File: config.mk
export PLATFORM = sky130hd
export DESIGN_NAME = dsrs_supervisor
export DESIGN_NICKNAME = d
export VERILOG_FILES = /design/src/shared/dsrs_pkg.sv /design/src/dsrs_supervisor.sv
export VERILOG_INCLUDE_DIRS = /design/src /design/src/shared
export SDC_FILE = /design/constraint.sdc
export NUM_CORES = 1
export LEC_CHECK = 0
export BUFFER_PORTS_ARGS = -buffer_cell sky130_fd_sc_hd__buf_4
export CELL_PAD_IN_SITES_DETAIL_PLACEMENT = 2
export CELL_PAD_IN_SITES_GLOBAL_PLACEMENT = 2
export CORE_MARGIN = 2
export CORE_UTILIZATION = 24
export CTS_CLUSTER_DIAMETER = 120
export DETAILED_ROUTE_END_ITERATION = 8
export PLACE_DENSITY = 0.63
export SETUP_SLACK_MARGIN = 0.15
export SYNTH_ARGS = -nofsm -noshare
export SYNTH_HDL_FRONTEND = slang
export SYNTH_SLANG_ARGS = --single-unit
File: constraint.sdc
create_clock -name CLOCK -period 2.81 [get_ports CLOCK]
set_input_delay 0.1405 -clock CLOCK [delete_from_list [all_inputs] [get_ports CLOCK]]
set_output_delay 0.1405 -clock CLOCK [all_outputs]
set_load 0.01 [all_outputs]
File: src/shared/dsrs_map.svh
/*
 Constants for the dual supply reset supervisor: pin encodings, threshold
 codes, tolerance codes and timing counts.
 Assumes a 25 MHz clock and is included by the design.
*/
`ifndef DSRS_MAP_SVH
`define DSRS_MAP_SVH

// Three-state pin codes
`define DSRS_PIN_LOW          2'h0
`define DSRS_PIN_OPEN         2'h1
`define DSRS_PIN_HIGH         2'h2

// Nominal voltages in tens of millivolts
`define DSRS_MV_500           9'h1F4
`define DSRS_MV_330           9'h14A
`define DSRS_MV_250           9'h0FA
`define DSRS_MV_180           9'h0B4
`define DSRS_MV_150           9'h096
`define DSRS_MV_120           9'h078
`define DSRS_MV_100           9'h064

// Tolerance in tenths of a percent
`define DSRS_MARGIN_50        7'h32
`define DSRS_MARGIN_75        7'h4B
`define DSRS_MARGIN_100       7'h64

// Timing
`define DSRS_CLK_KHZ          25000
`define DSRS_DELAY_MS         200
`define DSRS_DELAY_CYC        (`DSRS_DELAY_MS * `DSRS_CLK_KHZ)
`define DSRS_MS_PER_NF        9
`define DSRS_MIN_DELAY_US     200
`define DSRS_MIN_DELAY_CYC    (`DSRS_MIN_DELAY_US * `DSRS_CLK_KHZ / 1000)
`define DSRS_FILT_US          150
`define DSRS_FILT_CYC         (`DSRS_FILT_US * `DSRS_CLK_KHZ / 1000)

`endif

File: src/shared/dsrs_pkg.sv
/*
 Types for the dual supply reset supervisor.
 Assumes dsrs_map.svh is reachable on the include path.
*/
package dsrs_pkg;

   // Decoded threshold selection
   typedef struct packed {
      logic [8:0] nom_one;
      logic [8:0] nom_two;
      logic [6:0] margin;
   } dsrs_sel_t;

   // Reset sequencer states
   typedef enum logic [1:0] {
      DSRS_OFF,
      DSRS_HOLD,
      DSRS_COUNT,
      DSRS_RUN
   } dsrs_state_t;

endpackage : dsrs_pkg

File: src/dsrs_supervisor.sv
/*
 Dual supply reset supervisor logic: select decode, comparator filtering,
 restartable release delay and complementary open-drain reset outputs.
 Assumes under-threshold flags and pin states arrive asynchronously and are
 synchronised here; analog comparison happens outside using SEL_OUT.
 Reset is synchronous; the synchroniser flops have no reset and keep sampling while it is held.
*/
`include "dsrs_map.svh"

module dsrs_supervisor #(
   parameter int unsigned ADJUSTABLE = 0,
   parameter int unsigned CAP_NF     = 22,
   parameter int unsigned FIXED_CYC  = `DSRS_DELAY_CYC,
   parameter int unsigned FILT_CYC   = `DSRS_FILT_CYC
) (
   input  wire logic             CLOCK,
   input  wire logic             SRST,
   input  wire logic             POWER_UP_1V,
   input  wire logic             PROGRAM_DONE,
   input  wire logic [1:0]       THRESHOLD_SELECT_A,
   input  wire logic [1:0]       THRESHOLD_SELECT_B,
   input  wire logic [1:0]       TOLERANCE_SELECT,
   input  wire logic             UNDER_ONE,
   input  wire logic             UNDER_TWO,
   output dsrs_pkg::dsrs_sel_t   SEL_OUT,
   output logic                  RESET_N_O,
   output logic                  RESET_N_OE,
   output logic                  RESET_O,
   output logic                  RESET_OE
);

   ////////////////////////////////////////////////////////////////////////
   // Delay terminal count
   localparam longint unsigned ADJ_RAW =
      64'(CAP_NF) * 64'(`DSRS_MS_PER_NF) * 64'(`DSRS_CLK_KHZ);
   localparam longint unsigned ADJ_CYC =
      (ADJ_RAW < 64'(`DSRS_MIN_DELAY_CYC)) ? 64'(`DSRS_MIN_DELAY_CYC) : ADJ_RAW;
   localparam longint unsigned TERM_CYC =
      (ADJUSTABLE != 0) ? ADJ_CYC : 64'(FIXED_CYC);
   localparam int CW = $clog2(TERM_CYC + 1);
   localparam int FW = $clog2(FILT_CYC + 1);
   localparam logic [CW-1:0] TERM = CW'(TERM_CYC - 1);
   localparam logic [FW-1:0] FTERM = FW'(FILT_CYC - 1);

   ////////////////////////////////////////////////////////////////////////
   // Decode functions
   function automatic logic [17:0] pair_decode(input logic [1:0] a, input logic [1:0] b);
      logic [17:0] r;
      r = {`DSRS_MV_330, `DSRS_MV_120};
      unique case ({a, b})
         {`DSRS_PIN_HIGH, `DSRS_PIN_HIGH}: r = {`DSRS_MV_500, `DSRS_MV_330};
         {`DSRS_PIN_OPEN, `DSRS_PIN_LOW }: r = {`DSRS_MV_330, `DSRS_MV_250};
         {`DSRS_PIN_HIGH, `DSRS_PIN_OPEN}: r = {`DSRS_MV_330, `DSRS_MV_180};
         {`DSRS_PIN_OPEN, `DSRS_PIN_HIGH}: r = {`DSRS_MV_330, `DSRS_MV_150};
         {`DSRS_PIN_LOW,  `DSRS_PIN_LOW }: r = {`DSRS_MV_250, `DSRS_MV_180};
         {`DSRS_PIN_LOW,  `DSRS_PIN_OPEN}: r = {`DSRS_MV_250, `DSRS_MV_150};
         {`DSRS_PIN_LOW,  `DSRS_PIN_HIGH}: r = {`DSRS_MV_250, `DSRS_MV_120};
         {`DSRS_PIN_HIGH, `DSRS_PIN_LOW }: r = {`DSRS_MV_250, `DSRS_MV_100};
         default:                          r = {`DSRS_MV_330, `DSRS_MV_120};
      endcase
      return r;
   endfunction : pair_decode

   // Open or an unused code both fall back to the middle margin
   function automatic logic [6:0] margin_decode(input logic [1:0] t);
      logic [6:0] r;
      r = `DSRS_MARGIN_75;
      unique case (t)
         `DSRS_PIN_HIGH: r = `DSRS_MARGIN_50;
         `DSRS_PIN_LOW:  r = `DSRS_MARGIN_100;
         default:        r = `DSRS_MARGIN_75;
      endcase
      return r;
   endfunction : margin_decode

   ////////////////////////////////////////////////////////////////////////
   // Two-stage synchronisers for all outside inputs except SRST
   // Select pins are static once powered, so per-bit syncing is safe
   localparam int SW = 10;
   logic [SW-1:0] raw_in;
   logic [SW-1:0] meta_q;
   logic [SW-1:0] sync_q;
   assign raw_in = {POWER_UP_1V, PROGRAM_DONE, THRESHOLD_SELECT_A,
                    THRESHOLD_SELECT_B, TOLERANCE_SELECT, UNDER_ONE, UNDER_TWO};

   always_ff @(posedge CLOCK)
   begin
      meta_q <= raw_in;
      sync_q <= meta_q;
   end

   wire       pwr_s  = sync_q[9];
   wire       prog_s = sync_q[8];
   wire [1:0] sa_s   = sync_q[7:6];
   wire [1:0] sb_s   = sync_q[5:4];
   wire [1:0] margin_s = sync_q[3:2];
   wire [1:0] under_s = sync_q[1:0];

   ////////////////////////////////////////////////////////////////////////
   // Selection latched once programming is complete
   dsrs_pkg::dsrs_sel_t sel_q;
   dsrs_pkg::dsrs_sel_t sel_d;
   logic                latched_q;
   assign sel_d = {pair_decode(sa_s, sb_s), margin_decode(margin_s)};

   always_ff @(posedge CLOCK)
   begin
      if (SRST || !pwr_s)
      begin
         sel_q     <= '0;
         latched_q <= 1'b0;
      end
      else if (!latched_q)
      begin
         sel_q     <= sel_d;
         latched_q <= prog_s;
      end
   end
   assign SEL_OUT = sel_q;

   ////////////////////////////////////////////////////////////////////////
   // Per-input persistence filters, both directions
   wire [1:0] good_flags;
   genvar g;
   generate
      for (g = 0; g < 2; g++)
      begin : g_filt
         logic [FW-1:0] cnt_q;
         logic          good_q;
         wire           differ = (!under_s[g]) != good_q;
         // Flag flips only after FILT_CYC cycles of steady disagreement
         always_ff @(posedge CLOCK)
         begin
            if (SRST || !latched_q)
            begin
               cnt_q  <= '0;
               good_q <= 1'b0;
            end
            else if (!differ)
               cnt_q <= '0;
            else if (cnt_q == FTERM)
            begin
               cnt_q  <= '0;
               good_q <= !under_s[g];
            end
            else
               cnt_q <= cnt_q + 1'b1;
         end
         // Each flag bit has a single driver
         assign good_flags[g] = good_q;
      end
   endgenerate

   ////////////////////////////////////////////////////////////////////////
   // Release sequencer with restartable delay counter
   dsrs_pkg::dsrs_state_t state_q;
   dsrs_pkg::dsrs_state_t state_d;
   logic [CW-1:0]         dly_q;
   logic [CW-1:0]         dly_d;
   wire                   all_good = &good_flags;
   wire                   dly_end  = (dly_q == TERM);
   wire                   counting = (state_d == dsrs_pkg::DSRS_COUNT) &&
                                     (state_q == dsrs_pkg::DSRS_COUNT);

   // Any exit from COUNT clears the delay, so a dip restarts it from zero
   assign dly_d = counting ? dly_q + 1'b1 : '0;

   always_comb
   begin
      state_d = state_q;
      unique case (state_q)
         dsrs_pkg::DSRS_OFF:   if (pwr_s) state_d = dsrs_pkg::DSRS_HOLD;
         dsrs_pkg::DSRS_HOLD:  if (all_good) state_d = dsrs_pkg::DSRS_COUNT;
         dsrs_pkg::DSRS_COUNT:
            if (!all_good) state_d = dsrs_pkg::DSRS_HOLD;
            else if (dly_end) state_d = dsrs_pkg::DSRS_RUN;
         dsrs_pkg::DSRS_RUN:   if (!all_good) state_d = dsrs_pkg::DSRS_HOLD;
      endcase
      if (!pwr_s)
         state_d = dsrs_pkg::DSRS_OFF;
   end

   always_ff @(posedge CLOCK)
   begin
      if (SRST)
      begin
         state_q <= dsrs_pkg::DSRS_OFF;
         dly_q   <= '0;
      end
      else
      begin
         state_q <= state_d;
         dly_q   <= dly_d;
      end
   end

   ////////////////////////////////////////////////////////////////////////
   // Complementary open-drain outputs from flip-flops
   logic rst_n_q;
   logic rst_q;
   wire  rst_n_d = (state_d == dsrs_pkg::DSRS_RUN);
   wire  rst_d   = !rst_n_d;
   always_ff @(posedge CLOCK)
   begin
      if (SRST)
      begin
         rst_n_q <= 1'b0;
         rst_q   <= 1'b1;
      end
      else
      begin
         rst_n_q <= rst_n_d;
         rst_q   <= rst_d;
      end
   end

   assign RESET_N_O  = 1'b0;
   assign RESET_N_OE = !rst_n_q;
   assign RESET_O    = 1'b0;
   assign RESET_OE   = !rst_q;

endmodule : dsrs_supervisor

Word-level counts from Yosys, hierarchy flattened --
Memory sizes are Yosys's and may differ from the RTL's. A register that Yosys moved wholly into a read port is not among the register bits. Cells that the tools add are included.
Cells by class: add/subtract/negate cells 3, equality and inequality tests 11, reductions and logical operators 19, multiplexer cells 8, bitwise logic cells 3
Operators with widths (count):
- adder 12 x 1 -> 12 bit, second input constant | 2
- equality test 12 bit, second input constant | 2
- adder 23 x 1 -> 23 bit, second input constant | 1
- equality test 23 bit, second input constant | 1
- one-hot mux 7 bit (2 select lines) | 1
- equality test 2 bit, second input constant | 5
- 2-to-1 mux 2 bit | 5
- logical NOT 1 bit | 8
- one-hot mux 2 bit (4 select lines) | 1
- AND reduction 2 bit | 3
- OR reduction 3 bit | 2
- logical NOT 2 bit | 2
- NOT 1 bit | 3
- equality test 2 x 1 -> 1 bit, second input constant | 1
- logical OR 1 bit | 2
- inequality test 1 bit | 2
- OR reduction 2 bit | 1
- logical AND 1 bit | 1
- 2-to-1 mux 1 bit | 1
Word-level totals: bits in read-only memories 240, flip-flop bits (word level) 99, memories 1, output and inout port bits 29, word-level logic and storage cells 59
Memory list:
- (name not given) | depth 16, bits a word 15, read ports 1, clocked after memory_dff 1, wr ports 0, line dsrs_supervisor.sv:50 | unique case ({a, b})

Depth between registers and ports, before layout --
depth in word-level cells 9, depth in mapped cells 7, depth with buffers taken out 6

Least setup slack after synthesis --
Ideal clock, no wire load.
path type reg-to-reg, from reg dly_q[0], to reg dly_q[22], slack 0.921 ns, required time 2.744 ns, stages on the path, launching flop included 7, library setup time 0.066 ns, arrival 1.823 ns, cells stage by stage dfxtp_1 > ha_1 > nand4_2 > or3_1 > buf_2 > or4_4 > a21oi_2
Between the ends: longest elaborated chain between the ends 9, elaborated cells between the ends (all ways) 10
Ends and longest elaborated chain:
- start, declared | line dsrs_supervisor.sv:158 | logic [CW-1:0] dly_q;
- start signal, assigned | line dsrs_supervisor.sv:193 | dly_q <= dly_d;
- equality test 23 bit | line dsrs_supervisor.sv:161 | wire dly_end = (dly_q == TERM);
- 2-to-1 mux 2 bit | line dsrs_supervisor.sv:176 | else if (dly_end) state_d = dsrs_pkg::DSRS_RUN;
- 2-to-1 mux 2 bit | line dsrs_supervisor.sv:175 | if (!all_good) state_d = dsrs_pkg::DSRS_HOLD;
- one-hot mux 2 bit (4 select lines) | line dsrs_supervisor.sv:171 | unique case (state_q)
- 2-to-1 mux 2 bit | line dsrs_supervisor.sv:179 | if (!pwr_s)
- equality test 2 bit | line dsrs_supervisor.sv:162 | wire counting = (state_d == dsrs_pkg::DSRS_COUNT) &&
- logical AND 1 bit | line dsrs_supervisor.sv:162
- NOT 1 bit (no source line)
- OR reduction 2 bit (no source line)
Several ways; a longest one is shown, not always the timed one. A chain may end at the register's enable or synchronous reset.

Worst setup path after layout --
from reg dly_q[3], to reg dly_q[21]
Same word-level chain as after synthesis.

==> impl_metrics.yaml <==
synthesis:
  ys_seq_area_share_pct: 50.6
  yosys.cell_types.count: 47
  async_flop_share_pct: 0
  synth_edf_count: 0
  ys_seq_elements: 92
  synth_flop_cell: "dfxtp_1"
  avgSynthCellArea_um2: 9.14
  netlist_area_mm2: 0.00364
  ys_warn_count: 0
  syn_inst: 398
place:
  dp_hpwl_um: 6160
  place.port_buffers: 36
  gp_congestion: 0.709
  place_inst: 605
grt:
  grt.overflow.total: 0
  grt_antenna_before_repair: 0
  grt_use_total_pct: 11.7
  grt_pass1_vias: 3070
  grt_max_degree: 24
  grt_pass1_wl_um: 15100
timing:
  setup_tns_ps: 0
  skew_ps: 4.87
  maxSlewHeadroom_pct: 65.2
  fin_crit_ps: 2140
  setup_viol: 0
  drv_slew: 0
  fmax_mhz: 467
  worst_pin_slew_ps: 510
  rsz0062_at_grt: "no"
  finalHoldViolCount: 0
  fin_crit_sh_pct: 76.2
min_path:
  hp-start: "SRST"
  worstHoldPathCells: 3
  min_path_type: "in -> reg"
  min_to: "g_filt[1].good_q"
layout:
  finalNonFillerCells: 631
  final_nets: 455
  final_common_cell: "dfxtp_1"
  final_layout_size_suffix_gt1_share_pct: 15.1
  antenna_cells: 0
  postLayoutCoreUtil_pct: 29.5
  area.growth.synth_to_final_pct: 21.9
  final_cell_mix: "dfxtp_1, nor2_1, buf_4"
pwr:
  ir_drop_v: 0.000245
  power-per-cell-area_mw_per_mm2: 607
  p_leak_nw: 1.50
  total_power_mw: 2.69
worst_setup_path:
  worstPathArrival_ps: 2420
  critPathCaptureType: "flip-flop"
  rr_worst_depth: 4
  worst_r2r_startpoint: "dly_q[3]"
  criticalPathCategory: "reg -> reg"
  cp_data_required_time_ps: 3090
  r2r_end: "dly_q[21]"
  startpoint_type: "flip-flop"
  cp_max_fo: 11
  rrSetupSlack_ps: 670
cts:
  ctsRootBufferMaster: "clkbuf_16"
  path_clk_slew_ps: 70
  insertion_delay_ps: 350
  cts_max_level: 3
  cts_buffers: 9
  cts_max_path_buffers: 2
  tritoncts: "yes"
  cts.repair.resized: 0
  clock_sinks: 92
  post_cts_buffers: 0
detailed_routing:
  vias_per_cell: 4.56
  drt_wl_total_um: 8780
  drtPass1Iterations: 3
  drtIter0Drc: 85
  drc_errors: 0
  postRouteAntennaNets: 0
  vias: 2876
  wl_per_cell_um: 13.9
die:
  rows: 45
  coreArea_mm2: 0.0150
  dieArea_mm2: 0.0162
  start_util_pct: 24.2
  die_x_um: 127
  dieHeight_um: 127
  ioPinCount: 41
job:
  max_cap_violations: 0
status:
  outcome: "complete, no violations"
-- logic make-up after synthesis --
| family | share of synthesized area (%) |
|---|---|
| AND/OR/NAND/NOR | 25.4 |
| flip-flops | 50.6 |
| AO/OA/AOI/OAI | 8.05 |
| adder cells (fa/ha/maj) | 1.72 |
| other | 0.103 |
| buffers and inverters | 5.64 |
| XOR/XNOR | 8.42 |
-- cell usage after synthesis (all sizes together), types with 2 or more instances --
library cell	number	share of area, %
a31oi	2	0.34
a21o	2	0.45
o31ai	4	0.83
nand2	23	2.4
a211oi	3	0.62
nor3	17	2.3
nor2	64	6.6
inv	18	1.9
or3	7	1.2
nand4	7	1.4
nor4	13	2.2
a22oi	2	0.41
and3	3	0.55
and4	2	0.48
clkbuf	8	0.83
nor4bb	3	0.83
nor2b	3	0.52
o21ai	9	1.2
ha	5	1.7
or4b	3	0.83
or4	7	1.8
dfxtp	92	51
nand3	16	2.3
nand2b	3	0.52
nor4b	2	0.48
or2	2	0.34
a21oi	19	2.8
xnor2	25	6.0
o21a	2	0.41
buf	14	3.0
a221oi	2	0.48
xor2	10	2.4
-- routing by layer --
layer	GRT usage (%)	vias up	share of wire (%)
met2	19.8	24	48
met5	0	-	0
met3	3.69	11	3.3
met4	3.88	0	1.3
met1	14.1	1403	48
li1	-	1438	-
-- metrics by stage --
stage	area, um^2	worst slack, ps	hold WS, ps
final	4440	667	140
after CTS	4440	649	128
after floorplan	3650	921	168
after detailed placement	4030	664	247
after global routing	4440	500	143
after global placement	4030	737	245
-- report_power, final --
| group | internal [mW] | switching (mW) | leakage [nW] |
|---|---|---|---|
| clock | 0.694 | 0.536 | 0.146 |
| combinational | 0.0568 | 0.0525 | 0.605 |
| sequential | 1.33 | 0.0219 | 0.752 |
-- flip-flops by register name (all words and copies together) (netlist names) --
signal	flops
dly_q	23
latched_q	1
meta_q	10
state_q	2
rst_n_q	1
sync_q	10
g_filt.good_q	2
g_filt.cnt_q	24
rst_q	1
SEL_OUT	18
-- area by class of cell --
class | instances | area (um^2)
Fill cell | 1679 | 10600
Clock inverter | 7 | 77.6
Sequential cell | 92 | 1840
Clock buffer | 9 | 225
Tap cell | 188 | 235
Multi-Input combinational cell | 269 | 1600
Timing Repair Buffer | 48 | 385
Inverter | 18 | 67.6
-- worst max path at each step --
stage,from,end,cells after the start
global placement,dly_q[3],dly_q[21],4
CTS,dly_q[3],dly_q[21],4
floorplan,dly_q[0],dly_q[22],6
finish,dly_q[3],dly_q[21],4
detailed placement,dly_q[3],dly_q[21],4
global route,dly_q[3],dly_q[19],4
-- timing repair --
| item | in CTS | in global routing |
|---|---|---|
| endpoints found under the setup margin | 0 | 0 |
| hold buffers | 10 | 0 |
| hold endpoints to repair | 10 | 0 |
-- critical path, cell delays in order, from the launching register on --
cell	delay, ps
dfxtp_1	390
nand3_1	370
or4_4	730
or4_4	440
a21oi_2	140
Power figures use the tool's default switching activity.
